$ cat config.mk
export PLATFORM = sky130hd
export DESIGN_NAME = qprc_top
export DESIGN_NICKNAME = d
export VERILOG_FILES = /design/src/shared/qprc_pkg.sv /design/src/shared/qprc_mem_if.sv /design/src/rtl/qprc_mem.sv /design/src/rtl/qprc_sync.sv /design/src/rtl/qprc_top.sv
export VERILOG_INCLUDE_DIRS = /design/src /design/src/shared
export SDC_FILE = /design/constraint.sdc
export NUM_CORES = 2
export LEC_CHECK = 0
export BUFFER_PORTS_ARGS = -buffer_cell sky130_fd_sc_hd__buf_2
export CAP_MARGIN = 30
export CELL_PAD_IN_SITES_DETAIL_PLACEMENT = 0
export CELL_PAD_IN_SITES_GLOBAL_PLACEMENT = 2
export CORE_MARGIN = 5
export CORE_UTILIZATION = 46
export CTS_BUF_LIST = sky130_fd_sc_hd__clkbuf_8
export DETAILED_ROUTE_END_ITERATION = 16
export PLACE_DENSITY_LB_ADDON = 0.1
export SLEW_MARGIN = 10
export SYNTH_ARGS = -nofsm -noshare
export SYNTH_HDL_FRONTEND = slang
export SYNTH_SLANG_ARGS = --single-unit
$ cat constraint.sdc
create_clock -name MCLK -period 3 [get_ports MCLK]
set_input_delay 0.6 -clock MCLK [delete_from_list [all_inputs] [get_ports MCLK]]
set_output_delay 0.6 -clock MCLK [all_outputs]
set_load 0.005 [all_outputs]
$ cat src/shared/qprc_defines.svh
// opcodes, register offsets, field positions and reset values of the qpi read-parameter block
// assumes: included by bare name, after the package
`ifndef QPRC_DEFINES_SVH
`define QPRC_DEFINES_SVH
`define QPRC_OP_UID        8'h4b
`define QPRC_OP_FREAD      8'h0b
`define QPRC_OP_WRAPRD     8'h0c
`define QPRC_OP_SETPAR     8'hc0
`define QPRC_OP_SETWRAP    8'h77
`define QPRC_OP_ENTQPI     8'h38
`define QPRC_OP_EXTQPI     8'hff
`define QPRC_OP_RESET      8'h99
`define QPRC_OP_BITS       7'h08
`define QPRC_ADDR_BITS     7'h18
`define QPRC_PAR_BITS      7'h08
`define QPRC_UID_DUM_BITS  7'h20
`define QPRC_DUMMY_BASE    7'h02
`define QPRC_DUMMY_DEF     2'h0
`define QPRC_WRAP_DEF      2'h0
`define QPRC_WRAP_UNIT     24'h00_0008
`define QPRC_P_DUMMY       5:4
`define QPRC_P_WRAP        1:0
`define QPRC_W_WRAP        6:5
`define QPRC_A_CTRL        8'h00
`define QPRC_A_STAT        8'h04
`define QPRC_A_MADR        8'h08
`define QPRC_A_MDAT        8'h0c
`define QPRC_A_UIDLO       8'h10
`define QPRC_A_UIDHI       8'h14
`define QPRC_C_QE          0
`define QPRC_C_SDUM        2:1
`define QPRC_C_WEL         3
`define QPRC_C_SUS         4
`define QPRC_CTRL_W        5
`endif

$ cat src/shared/qprc_pkg.sv
// types shared by the qpi read-parameter block
// assumes: compiled before every other file of the block
package qprc_pkg;
  typedef enum logic [5:0]
  {
    QPRC_ST_OP    = 6'h01,
    QPRC_ST_ADDR  = 6'h02,
    QPRC_ST_PARAM = 6'h04,
    QPRC_ST_DUMMY = 6'h08,
    QPRC_ST_DATA  = 6'h10,
    QPRC_ST_IGN   = 6'h20
  } qprc_state_e;
  typedef logic [1:0] qprc_code_t;
endpackage : qprc_pkg

$ cat src/shared/qprc_mem_if.sv
// write and registered-read port between the command engine and the array memory
// assumes: one clock, the engine owns the read address, the ahb slave owns the write address, data and strobe
`timescale 1ns/10ps
interface qprc_mem_if #(parameter int AW = 8);
  logic [AW-1:0] waddr;
  logic [AW-1:0] raddr;
  logic [7:0]    wdata;
  logic          we;
  logic [7:0]    rdata;
  modport engine (output waddr, output raddr, output wdata, output we, input rdata);
  modport store  (input waddr, input raddr, input wdata, input we, output rdata);
endinterface : qprc_mem_if

$ cat src/rtl/qprc_mem.sv
// byte array behind the read datapath, read data registered
// assumes: single clock, one write and one read per cycle
`timescale 1ns/10ps
module qprc_mem #(
  parameter int AW = 8
) (
  input  wire logic   MCLK,
  qprc_mem_if.store   mem
);
  logic [7:0] arr_ff [0:(1<<AW)-1];
  logic [7:0] rdata_ff;

  always_ff @(posedge MCLK)
  begin
    if (mem.we)
      arr_ff[mem.waddr] <= mem.wdata;
    rdata_ff <= arr_ff[mem.raddr];
  end

  assign mem.rdata = rdata_ff;
endmodule : qprc_mem

$ cat src/rtl/qprc_sync.sv
// two-flop synchroniser for pins arriving from outside the MCLK domain
// assumes: pins are quasi-static levels; RST_B is synchronous to MCLK
`timescale 1ns/10ps
module qprc_sync #(
  parameter int          W       = 6,
  parameter logic [5:0]  RST_VAL = 6'h3f
) (
  input  wire logic         MCLK,
  input  wire logic         RST_B,
  input  wire logic [W-1:0] d_in,
  output wire logic [W-1:0] q_out
);
  logic [W-1:0] meta_ff;
  logic [W-1:0] sync_ff;

  always_ff @(posedge MCLK)
  begin
    if (!RST_B)
    begin
      meta_ff <= RST_VAL[W-1:0];
      sync_ff <= RST_VAL[W-1:0];
    end
    else
    begin
      meta_ff <= d_in;
      sync_ff <= meta_ff;
    end
  end

  assign q_out = sync_ff;
endmodule : qprc_sync

$ cat src/rtl/qprc_top.sv
// qpi mode and read-parameter command engine with an ahb-lite register slave
// assumes: host drives CS_B/SCLK/IO_IN asynchronously, SCLK well below MCLK/4
//
// Overview of operation
// - unique-id opcode takes 32 bits of dummy, then id shifts out on falling edges
// - the 64-bit id is fixed at build time and nothing can write it
// - read-parameter setup is ignored in serial mode, accepted only in qpi mode
// - qpi dummy field 00/01/10/11 gives 2/4/6/8 dummy clocks for reads
// - wrap field 00/01/10/11 gives an 8/16/32/64 byte wrap window
// - after reset the wrap window is 8 bytes and qpi dummy count is 2
// - serial reads use the serial dummy field; wrap comes from wrap-setup bits
// - wrap setting is kept unchanged across any mode switch
// - wrapped read acts as fast read in qpi mode only (ignored in serial), address wraps inside its aligned window
// - serial and qpi modes are exclusive; serial mode after power-up
// - enter-qpi switches only when quad enable is set, else ignored
// - enter-qpi is the only way from serial into qpi mode
// - exit-qpi in qpi mode returns to serial mode
// - write-enable latch and suspend flag survive every mode switch
`timescale 1ns/10ps
module qprc_top
  import qprc_pkg::*;
#(
  parameter int          AW  = 8,
  parameter logic [63:0] UID = 64'h0123_4567_89ab_cdef  // arbitrary value
) (
  input  wire logic        MCLK,
  input  wire logic        RST_B,
  input  wire logic        HSEL,
  input  wire logic [31:0] HADDR,
  input  wire logic [1:0]  HTRANS,
  input  wire logic        HWRITE,
  input  wire logic [2:0]  HSIZE,
  input  wire logic [31:0] HWDATA,
  input  wire logic        HREADY,
  output wire logic [31:0] HRDATA,
  output wire logic        HREADYOUT,
  output wire logic        HRESP,
  input  wire logic        CS_B,
  input  wire logic        SCLK,
  input  wire logic [3:0]  IO_IN,
  output wire logic [3:0]  IO_OUT,
  output wire logic [3:0]  IO_OE_B
);
`include "qprc_defines.svh"

  qprc_mem_if #(.AW(AW)) mif ();

  // pins, synchronised; edges found on the synced copy only
  logic [5:0]  pin_s;
  logic [1:0]  pin_d_ff;
  // reset value matches the idle pins (clock low), so no false edge follows reset
  qprc_sync #(.W(6), .RST_VAL(6'h2f)) u_sync (
    .MCLK  (MCLK),
    .RST_B (RST_B),
    .d_in  ({CS_B, SCLK, IO_IN}),
    .q_out (pin_s)
  );
  qprc_mem #(.AW(AW)) u_mem (
    .MCLK (MCLK),
    .mem  (mif)
  );

  wire        cs_s      = pin_s[5];
  wire  [3:0] io_s      = pin_s[3:0];
  wire        sclk_rise = pin_s[4] & ~pin_d_ff[0];
  wire        sclk_fall = ~pin_s[4] & pin_d_ff[0];
  wire        cs_rise   = cs_s & ~pin_d_ff[1];

  // ahb-lite slave state
  logic [31:0]           hrdata_ff;
  logic                  hready_ff;
  logic                  wr_pend_ff;
  logic [7:0]            wr_off_ff;
  logic [`QPRC_CTRL_W-1:0] ctrl_ff;
  logic [AW-1:0]         madr_ff;

  // mode and read parameters
  logic       qpi_ff;
  qprc_code_t qdum_ff;
  qprc_code_t wrap_ff;

  // command engine
  qprc_state_e st_ff, nxt_st;
  logic [6:0]  bits_ff, nxt_bits;
  logic [23:0] sh_ff, nxt_sh;
  logic [7:0]  cmd_ff, nxt_cmd;
  logic [6:0]  dum_ff, nxt_dum;
  logic [23:0] rda_ff, nxt_rda;
  logic [63:0] osh_ff, nxt_osh;
  logic [2:0]  obit_ff, nxt_obit;
  logic [3:0]  iout_ff, nxt_iout;
  logic [3:0]  ioe_ff, nxt_ioe;
  logic        isid_ff, nxt_isid;
  logic        isw_ff, nxt_isw;
  logic        par_ff, nxt_par;

  // bus decode
  wire        ap_valid = HSEL & HTRANS[1] & HREADY;
  wire  [7:0] ap_off   = HADDR[7:0];
  wire [31:0] stat_val = {25'h000_0000, ctrl_ff[`QPRC_C_SUS], ctrl_ff[`QPRC_C_WEL],
                          wrap_ff, qdum_ff, qpi_ff};
  wire [31:0] rd_val   = (ap_off == `QPRC_A_CTRL)  ? {27'h000_0000, ctrl_ff} :
                         (ap_off == `QPRC_A_STAT)  ? stat_val :
                         (ap_off == `QPRC_A_MADR)  ? {{(32-AW){1'b0}}, madr_ff} :
                         (ap_off == `QPRC_A_UIDLO) ? UID[31:0] :
                         (ap_off == `QPRC_A_UIDHI) ? UID[63:32] : 32'h0000_0000;
  wire        wr_ctrl  = wr_pend_ff & (wr_off_ff == `QPRC_A_CTRL);
  wire        wr_madr  = wr_pend_ff & (wr_off_ff == `QPRC_A_MADR);
  wire        wr_mdat  = wr_pend_ff & (wr_off_ff == `QPRC_A_MDAT);

  assign mif.we    = wr_mdat;
  assign mif.waddr = madr_ff;
  assign mif.wdata = HWDATA[7:0];
  assign mif.raddr = rda_ff[AW-1:0];

  // command helpers
  wire  [6:0] step     = qpi_ff ? 7'h04 : 7'h01;
  wire [23:0] sh_in    = qpi_ff ? {sh_ff[19:0], io_s} : {sh_ff[22:0], io_s[0]};
  wire  [6:0] bits_n   = bits_ff + step;
  wire  [7:0] op_n     = sh_in[7:0];
  wire  [1:0] dum_code = qpi_ff ? qdum_ff : ctrl_ff[`QPRC_C_SDUM];
  wire  [6:0] rd_dum   = {4'h0, dum_code, 1'b0} + `QPRC_DUMMY_BASE;
  wire  [6:0] uid_dum  = qpi_ff ? (`QPRC_UID_DUM_BITS >> 2) : `QPRC_UID_DUM_BITS;
  wire [23:0] wmask    = isw_ff ? ((`QPRC_WRAP_UNIT << wrap_ff) - 24'h00_0001)
                                : 24'hff_ffff;
  wire [23:0] rda_inc  = (rda_ff & ~wmask) | ((rda_ff + 24'h00_0001) & wmask);
  wire        oload    = ~isid_ff & (obit_ff == 3'h0);
  wire [63:0] oword    = oload ? {mif.rdata, 56'h0} : osh_ff;
  wire        act      = cs_rise;
  wire        do_ent   = act & (cmd_ff == `QPRC_OP_ENTQPI) & ~qpi_ff & ctrl_ff[`QPRC_C_QE];
  wire        do_ext   = act & (cmd_ff == `QPRC_OP_EXTQPI) & qpi_ff;
  wire        do_setp  = act & (cmd_ff == `QPRC_OP_SETPAR) & par_ff & qpi_ff;
  wire        do_setw  = act & (cmd_ff == `QPRC_OP_SETWRAP) & par_ff & ~qpi_ff;
  wire        do_rst   = act & (cmd_ff == `QPRC_OP_RESET);

  always_comb
  begin
    nxt_st   = st_ff;
    nxt_bits = bits_ff;
    nxt_sh   = sh_ff;
    nxt_cmd  = cmd_ff;
    nxt_dum  = dum_ff;
    nxt_rda  = rda_ff;
    nxt_osh  = osh_ff;
    nxt_obit = obit_ff;
    nxt_iout = iout_ff;
    nxt_ioe  = ioe_ff;
    nxt_isid = isid_ff;
    nxt_isw  = isw_ff;
    nxt_par  = par_ff;
    if (cs_s)
    begin
      // frame ends: state, bit count, opcode and param flag restart, pins released
      nxt_st   = QPRC_ST_OP;
      nxt_bits = 7'h00;
      nxt_cmd  = 8'h00;
      nxt_par  = 1'b0;
      nxt_ioe  = 4'hf;
    end
    else if (sclk_rise)
    begin
      case (st_ff)
        QPRC_ST_OP:
        begin
          nxt_sh   = sh_in;
          nxt_bits = bits_n;
          if (bits_n == `QPRC_OP_BITS)
          begin
            nxt_bits = 7'h00;
            nxt_cmd  = op_n;
            nxt_isid = (op_n == `QPRC_OP_UID);
            nxt_isw  = (op_n == `QPRC_OP_WRAPRD);
            case (op_n)
              `QPRC_OP_UID:
              begin
                nxt_st  = QPRC_ST_DUMMY;
                nxt_dum = uid_dum;
              end
              `QPRC_OP_FREAD:   nxt_st = QPRC_ST_ADDR;
              `QPRC_OP_WRAPRD:  nxt_st = qpi_ff ? QPRC_ST_ADDR : QPRC_ST_IGN;
              `QPRC_OP_SETPAR:  nxt_st = qpi_ff ? QPRC_ST_PARAM : QPRC_ST_IGN;
              `QPRC_OP_SETWRAP: nxt_st = qpi_ff ? QPRC_ST_IGN : QPRC_ST_PARAM;
              default:          nxt_st = QPRC_ST_IGN;
            endcase
          end
        end
        QPRC_ST_ADDR:
        begin
          nxt_sh   = sh_in;
          nxt_bits = bits_n;
          if (bits_n == `QPRC_ADDR_BITS)
          begin
            nxt_rda = sh_in;
            nxt_st  = QPRC_ST_DUMMY;
            nxt_dum = rd_dum;
          end
        end
        QPRC_ST_PARAM:
        begin
          nxt_sh   = sh_in;
          nxt_bits = bits_n;
          if (bits_n == `QPRC_PAR_BITS)
          begin
            nxt_par = 1'b1;
            nxt_st  = QPRC_ST_IGN;
          end
        end
        QPRC_ST_DUMMY:
        begin
          nxt_dum = dum_ff - 7'h01;
          if (dum_ff == 7'h01)
          begin
            nxt_st   = QPRC_ST_DATA;
            nxt_obit = 3'h0;
            nxt_osh  = UID;
          end
        end
        default:
        begin
        end
      endcase
    end
    else if (sclk_fall && (st_ff == QPRC_ST_DATA))
    begin
      // output changes on the falling edge, msb first
      nxt_iout = qpi_ff ? oword[63:60] : {2'b00, oword[63], 1'b0};
      nxt_osh  = qpi_ff ? {oword[59:0], 4'h0} : {oword[62:0], 1'b0};
      nxt_obit = obit_ff + step[2:0];
      nxt_ioe  = qpi_ff ? 4'h0 : 4'hd;
      if (oload)
        nxt_rda = rda_inc;
    end
  end

  always_ff @(posedge MCLK)
  begin
    if (!RST_B)
    begin
      st_ff   <= QPRC_ST_OP;
      bits_ff <= 7'h00;
      sh_ff   <= 24'h00_0000;
      cmd_ff  <= 8'h00;
      dum_ff  <= 7'h00;
      rda_ff  <= 24'h00_0000;
      osh_ff  <= 64'h0000_0000_0000_0000;
      obit_ff <= 3'h0;
      iout_ff <= 4'h0;
      ioe_ff  <= 4'hf;
      isid_ff <= 1'b0;
      isw_ff  <= 1'b0;
      par_ff  <= 1'b0;
    end
    else
    begin
      st_ff   <= nxt_st;
      bits_ff <= nxt_bits;
      sh_ff   <= nxt_sh;
      cmd_ff  <= nxt_cmd;
      dum_ff  <= nxt_dum;
      rda_ff  <= nxt_rda;
      osh_ff  <= nxt_osh;
      obit_ff <= nxt_obit;
      iout_ff <= nxt_iout;
      ioe_ff  <= nxt_ioe;
      isid_ff <= nxt_isid;
      isw_ff  <= nxt_isw;
      par_ff  <= nxt_par;
    end
  end

  // mode and parameters change only at the end of a frame
  always_ff @(posedge MCLK)
  begin
    if (!RST_B)
    begin
      qpi_ff  <= 1'b0;
      qdum_ff <= `QPRC_DUMMY_DEF;
      wrap_ff <= `QPRC_WRAP_DEF;
    end
    else if (do_rst)
    begin
      qdum_ff <= `QPRC_DUMMY_DEF;
      wrap_ff <= `QPRC_WRAP_DEF;
    end
    else
    begin
      if (do_ent)
        qpi_ff <= 1'b1;
      else if (do_ext)
        qpi_ff <= 1'b0;
      if (do_setp)
      begin
        qdum_ff <= sh_ff[`QPRC_P_DUMMY];
        wrap_ff <= sh_ff[`QPRC_P_WRAP];
      end
      else if (do_setw)
        wrap_ff <= sh_ff[`QPRC_W_WRAP];
    end
  end

  // ahb-lite: zero wait states, read data registered in the address phase
  always_ff @(posedge MCLK)
  begin
    if (!RST_B)
    begin
      pin_d_ff   <= 2'h2;
      hrdata_ff  <= 32'h0000_0000;
      hready_ff  <= 1'b1;
      wr_pend_ff <= 1'b0;
      wr_off_ff  <= 8'h00;
      ctrl_ff    <= {`QPRC_CTRL_W{1'b0}};
      madr_ff    <= {AW{1'b0}};
    end
    else
    begin
      pin_d_ff   <= pin_s[5:4];
      hready_ff  <= 1'b1;
      wr_pend_ff <= ap_valid & HWRITE;
      wr_off_ff  <= ap_off;
      if (ap_valid & ~HWRITE)
        hrdata_ff <= rd_val;
      // wel and sus belong to the bus side only, a mode switch never touches them
      if (wr_ctrl)
        ctrl_ff <= HWDATA[`QPRC_CTRL_W-1:0];
      if (wr_madr)
        madr_ff <= HWDATA[AW-1:0];
      else if (wr_mdat)
        madr_ff <= madr_ff + {{(AW-1){1'b0}}, 1'b1};
    end
  end

  assign HRDATA    = hrdata_ff;
  assign HREADYOUT = hready_ff;
  assign HRESP     = 1'b0 & hready_ff;
  assign IO_OUT    = iout_ff;
  assign IO_OE_B   = ioe_ff;
endmodule : qprc_top

## After elaboration in Yosys (flattened, before gate mapping)

Memory sizes are Yosys's and may differ from the RTL's. A register that Yosys moved wholly into a read port is not among the register bits.
Index checks and enable logic that the tools add are counted.

| storage, ports and cells | value |
|---|---|
| flip-flop bits (word level) | 226 |
| bits in writable memories | 2048 |
| input port bits | 80 |
| output and inout bits | 42 |
| logic and storage cells | 181 |
| memories kept | 1 |

| cells by class | value |
|---|---|
| add/sub/neg operators | 7 |
| equality and inequality tests | 33 |
| shift operators | 1 |
| mux-type cells | 50 |
| bitwise operators | 37 |
| reduce and logical (&&, ||, !) cells | 28 |

Memory list:

| memory | depth | bits a word | read ports | clocked after Yosys merged registers in | write ports | RTL line | RTL |
|---|---|---|---|---|---|---|---|
| u_mem.arr_ff | 256 | 8 | 1 | 1 | 1 | qprc_mem.sv:10 | `logic [7:0] arr_ff [0:(1<<AW)-1];` |

Operators by type and width:

| operator | number |
|---|---|
| 2-to-1 mux 64 bit | 6 |
| 2-to-1 mux 24 bit | 7 |
| 2-to-1 mux 32 bit | 4 |
| bitwise AND 24 bit | 2 |
| 2-to-1 mux 6 bit | 8 |
| equality test 8 x 4 -> 1 bit, second input constant | 5 |
| equality test 8 bit, second input constant | 4 |
| case mux 6 bit (5 select lines) | 1 |
| 2-to-1 mux 7 bit | 4 |
| 2-to-1 mux 25 bit | 1 |
| adder 24 x 1 -> 24 bit, second input constant | 1 |
| equality test 8 x 7 -> 1 bit, second input constant | 3 |
| NOT 24 bit | 1 |
| bitwise OR 24 bit | 1 |
| case mux 6 bit (4 select lines) | 1 |
| left shift 4 x 2 -> 24 bit, first input constant | 1 |
| subtractor 24 x 1 -> 24 bit, second input constant | 1 |
| bitwise AND 1 bit | 23 |
| case mux 7 bit (3 select lines) | 1 |
| equality test 8 x 5 -> 1 bit, second input constant | 2 |
| zero test 8 bit | 2 |
| 2-to-1 mux 8 bit | 2 |
| 2-to-1 mux 3 bit | 5 |
| case mux 7 bit (2 select lines) | 1 |
| 33 further kinds | 69 |

## Logic depth before layout (Yosys ltp)

| logic depth | value |
|---|---|
| word-level depth | 9 |
| gate-level depth with buffers | 13 |
| gate-level depth less buffers | 10 |

## Hierarchy

Synthesis repeated with hierarchy kept, for this count alone.

| unflattened totals | value |
|---|---|
| cells, all modules | 4809 |
| area total of the unflattened synthesis | 88302.2 sq um |

By module, submodules not included:

| module | instances | cells an instance | area each (sq um) | seq. area each (sq um) |
|---|---|---|---|---|
| qprc_mem | 1 | 3733 | 79556.3 | 61659.1 |
| qprc_top | 1 | 1051 | 8419.3 | 3163.0 |
| qprc_sync | 1 | 25 | 326.6 | 240.2 |

## Worst setup path after synthesis

No wires, ideal clock.

| path | value |
|---|---|
| path kind | register to register |
| from | reg qpi_ff |
| to | reg rda_ff[0] |
| library setup time | 74 ps |
| arrival | 3094 ps |
| required time | 2926 ps |
| slack | -168 ps |
| cell stages (with the launch flop) | 14 |
| path buffers | 3 |
| period minus slack after synthesis | 3168 ps |
| cells stage by stage | dfxtp_1 clkbuf_1 buf_2 inv_1 ha_1 ha_1 xor2_1 or3_1 nor4_2 a41oi_1 or2_1 clkbuf_1 or3_1 a31oi_1 |

| between the ends | value |
|---|---|
| word-level cells in the longest chain between the ends | 5 |

Ends and longest elaborated chain:

| what | RTL line | RTL |
|---|---|---|
| from (decl) | qprc_top.sv:78 | `logic qpi_ff;` |
| from (signal assigned) | qprc_top.sv:276 | `qpi_ff <= 1'b0;` |
| from (signal assigned) | qprc_top.sv:288 | `qpi_ff <= 1'b1;` |
| from (signal assigned) | qprc_top.sv:290 | `qpi_ff <= 1'b0;` |
| 2-to-1 mux 3 bit | qprc_top.sv:117 | `wire [6:0] step = qpi_ff ? 7'h04 : 7'h01;` |
| named net step[0] | qprc_top.sv:117 |  |
| adder 7 x 3 -> 7 bit | qprc_top.sv:119 | `wire [6:0] bits_n = bits_ff + step;` |
| equality test 7 x 5 -> 1 bit (no line) | -- |  |
| inequality test 2 x 1 -> 1 bit (no line) | -- |  |
| AND reduction 5 bit (no line) | -- |  |
| to (signal assigned) | qprc_top.sv:260 | `rda_ff <= nxt_rda;` |
| to (decl) | qprc_top.sv:88 | `logic [23:0] rda_ff, nxt_rda;` |

The timed path passes the listed nets, and every way through them passes these cells.
A chain may end at the register's enable or synchronous reset.

==> impl_metrics.tcl <==
set metrics [dict create \
    io-pin-count 122 \
    core_um2 191000 \
    critical_path.max_fanout 8 \
    post-route-drc-count 0 \
    drt_pass1_iterations 7 \
    stdcell_count 8535 \
    synth-seq-cells 2226 \
    htree_num_levels 5 \
    hp-class "in2reg" \
    slowest_stage "nor4_1" \
    grt_start_max_net_pins 141 \
    synthesized_area_um2 88300 \
    timing.setup.tns_ns -0.0630 \
    detail_route.vias_per_cell 5.80 \
    setup.worst_path.start_class "register" \
    grt_use_total_pct 25.7 \
    final-hold-violation-count 0 \
    grt_pass1_wl_um 366000 \
    clock_tree_from_tritoncts "yes" \
    clock_path_buffers 4 \
    design.die.area_um2 201000 \
    max_slew_violation_total_from_the_final_report 0 \
    grt_setup_unrepaired "yes" \
    status "finished, violations left" \
    worstSkewPairLatency_ns 1.07 \
    chipHeight_um 448 \
    ctsRootBufferMaster "clkbuf_8" \
    place_congestion 0.853 \
    worst_slack_ns -0.0630 \
    setup-violations-final 1 \
    post_synth_inst_count 4765 \
    violated_checks "setup timing" \
    dpl.hpwl_um 167000 \
    post-route-min-period_ns 3.06 \
    slowest_delay_ns 0.89 \
    worst_endpoint_required_time_ns 3.97 \
    p_per_area_nw_per_um2 564 \
    route.antenna.remaining_nets 0 \
    fmax_ghz 0.326 \
    vias 49500 \
    worstPathCellList "buf_12 -> buf_16 -> buf_4 -> mux4_2 -> mux2_2 -> o22ai_1 -> nor4_1 -> a311oi_2 -> a311oi_1 -> a21o_1" \
    drive_gt1_share_pct 32.0 \
    final.period_utilization_pct 102 \
    crit_arrival_ns 4.03 \
    port_buffer_cells 56 \
    place_inst 7815 \
    start_util_pct 46.3 \
    layout.cell_area.non_filler_um2 105000 \
    floorplan.die.width_um 448 \
    layout.cells.most_common_list "edfxtp_1 (2048), buf_4 (706), mux4_2 (488)" \
    number_of_antenna_violations_at_the_first_check_in_global_routing 11 \
    placement_row_count 160 \
    clk_pin_slew_worst_paths_ns 0.06 \
    finish.net_count 5830 \
    synth_edf_count 2048 \
    layout.cells.most_common "edfxtp_1" \
    post_dp_cell_area_um2 97400 \
    total_wire_length_after_detailed_routing_um 259000 \
    static-leakage-power_nw 34.5 \
    synth_sequential_area_ratio_pct 73.7 \
    global_route.overflow_total 0 \
    vias_in_the_first_global_route 49900 \
    yosys_warnings 0 \
    numCtsBuffers 379 \
    kind_of_end_point_of_the_critical_path "register" \
    synthArstFlopShare_pct 0 \
    fin_skew_ns 0.0752 \
    relSlewSlack_pct 29.5 \
    postSynthAreaPerCell_um2 18.5 \
    synthToLayoutAreaGrowth_pct 19.0 \
    worst-slew-pin-transition_ns 1.05 \
    synthFlopType "edfxtp_1" \
    worst_supply_voltage_drop_on_vdd_mv 0.447 \
    number_of_different_library_cells_in_the_post_synthesis_netlist 78 \
    critical_path_class "reg2reg" \
    total_power_w 0.0593 \
    routed_wire_length_per_instance_um 30.3 \
    drt-initial-drc-count 5424 \
    max_cap_viol_count 0 \
    clock_sinks 2226 \
]
==> critical path: cells and delay by family (launching register included) <==
family	cells	cell delay (ns)
AO/OA/AOI/OAI	4	0.65
multiplexers	2	0.58
flip-flops	1	0.39
buffers and inverters	3	0.48
AND/OR/NAND/NOR	1	0.89
==> flip-flops by register name, summed over array words and instances (netlist names), 4 cells and up, named ones only <==
signal,cells
HRDATA,10
IO_OUT,4
bits_ff,7
cmd_ff,8
ctrl_ff,5
dum_ff,7
madr_ff,8
osh_ff,64
sh_ff,7
st_ff,6
u_mem.arr_ff,2048
u_mem.mem.rdata,8
u_sync.meta_ff,6
u_sync.q_out,6
wr_off_ff,8
==> through the flow <==
stage / utilization (%) / hold slack [ns] / setup WS, ns
after floorplan: - / 0.386 / 0.0109
after global placement: 51.1 / 0.425 / -0.490
after detailed placement: 51.1 / 0.434 / -0.497
after CTS: 54.9 / 0.0159 / -0.0132
after global routing: 55.1 / 0.0701 / -0.0329
final: 55.1 / 0.123 / -0.0630
==> final timing paths <==
check,start,to,slack (ns),cells after the start
worst max-delay path,rda_ff[0],u_mem.mem.rdata[1],-0.06,10
worst min-delay path,HWDATA[1],u_mem.arr_ff[123][1],0.12,1
worst max register to register,rda_ff[0],u_mem.mem.rdata[1],-0.06,10
worst min register to register,u_sync.meta_ff[3],u_sync.q_out[3],0.44,1
==> synth_stat cells, types with 4 or more instances <==
| cell | count | area share (%) |
|---|---|---|
| edfxtp_1 | 2048 | 70 |
| mux4_2 | 488 | 12 |
| nor2_1 | 446 | 1.9 |
| mux2i_1 | 275 | 3.1 |
| dfxtp_1 | 178 | 4.0 |
| nand2_1 | 178 | 0.76 |
| clkbuf_1 | 161 | 0.68 |
| a21oi_1 | 157 | 0.89 |
| o21ai_0 | 95 | 0.54 |
| nor3_1 | 77 | 0.44 |
| buf_2 | 58 | 0.33 |
| buf_4 | 47 | 0.40 |
| nand3_1 | 45 | 0.26 |
| a22oi_1 | 41 | 0.35 |
| a221oi_1 | 33 | 0.33 |
| buf_6 | 30 | 0.38 |
| o211ai_1 | 28 | 0.24 |
| o22ai_1 | 28 | 0.20 |
| a211oi_1 | 26 | 0.22 |
| and2_1 | 22 | 0.16 |
| buf_1 | 21 | 0.089 |
| nand2b_1 | 19 | 0.13 |
| inv_1 | 18 | 0.077 |
| nor2b_1 | 18 | 0.13 |
| o221ai_1 | 17 | 0.17 |
| mux2_2 | 16 | 0.20 |
| nand4_1 | 16 | 0.11 |
| a31oi_1 | 13 | 0.092 |
| ha_1 | 13 | 0.18 |
| xnor2_1 | 10 | 0.099 |
| or3_1 | 9 | 0.064 |
| a211o_1 | 8 | 0.079 |
| a21o_1 | 8 | 0.068 |
| a311oi_1 | 8 | 0.079 |
| nor4_1 | 8 | 0.057 |
| o2111ai_1 | 8 | 0.079 |
| and3_1 | 5 | 0.035 |
| buf_8 | 5 | 0.085 |
| o31ai_1 | 5 | 0.043 |
| o21a_1 | 4 | 0.034 |
| o221a_2 | 4 | 0.051 |
| o22a_1 | 4 | 0.040 |
| o32ai_1 | 4 | 0.040 |
| xor2_1 | 4 | 0.040 |
==> routing by layer <==
| layer | GRT usage (%) | share of wire (%) |
|---|---|---|
| met4 | 7.17 | 2.8 |
| met2 | 40.9 | 48 |
| met3 | 5.50 | 7.6 |
| met5 | 0 | 0.015 |
| met1 | 36.2 | 42 |
==> repair_timing <==
| item | 4_1_cts | 5_1_grt |
|---|---|---|
| hold buffers | 20 | 0 |
| cloned | 2 | 6 |
| resized for setup | 29 | 38 |
| setup endpoints to repair | 9 | 100 |
| buffers inserted | 4 | 21 |
| hold endpoints to repair | 93 | 0 |
| pin swaps | 4 | 10 |
==> logic make-up after synthesis <==
group	after synthesis	synth area share (%)
AOI/OAI and AO/OA	515	3.77
xor gates and xnor gates	14	0.139
adders and majority gates	13	0.184
buffers and inverters	342	2.07
DFF	2226	73.7
muxes	779	15.8
other	2	0.00851
and+or+nand+nor	874	4.35
==> power by group <==
part,internal [W],switching (W),total [W]
registers,0.0339,0.0000115,0.0339
logic,0.000137,0.000615,0.000752
clock network,0.0128,0.0119,0.0247
==> layout make-up <==
| type | instances | area, um^2 |
|---|---|---|
| Clock buffer | 394 | 5420 |
| Timing Repair Buffer | 903 | 8280 |
| Antenna cell | 7 | 17.5 |
| Sequential cell | 2226 | 65100 |
| Tap cell | 2511 | 3140 |
| Multi-Input combinational cell | 2208 | 21800 |
| Fill cell | 15100 | 85500 |
| Clock inverter | 267 | 1270 |
| Inverter | 19 | 81.3 |
No activity file was read; power rests on OpenSTA's default activity.
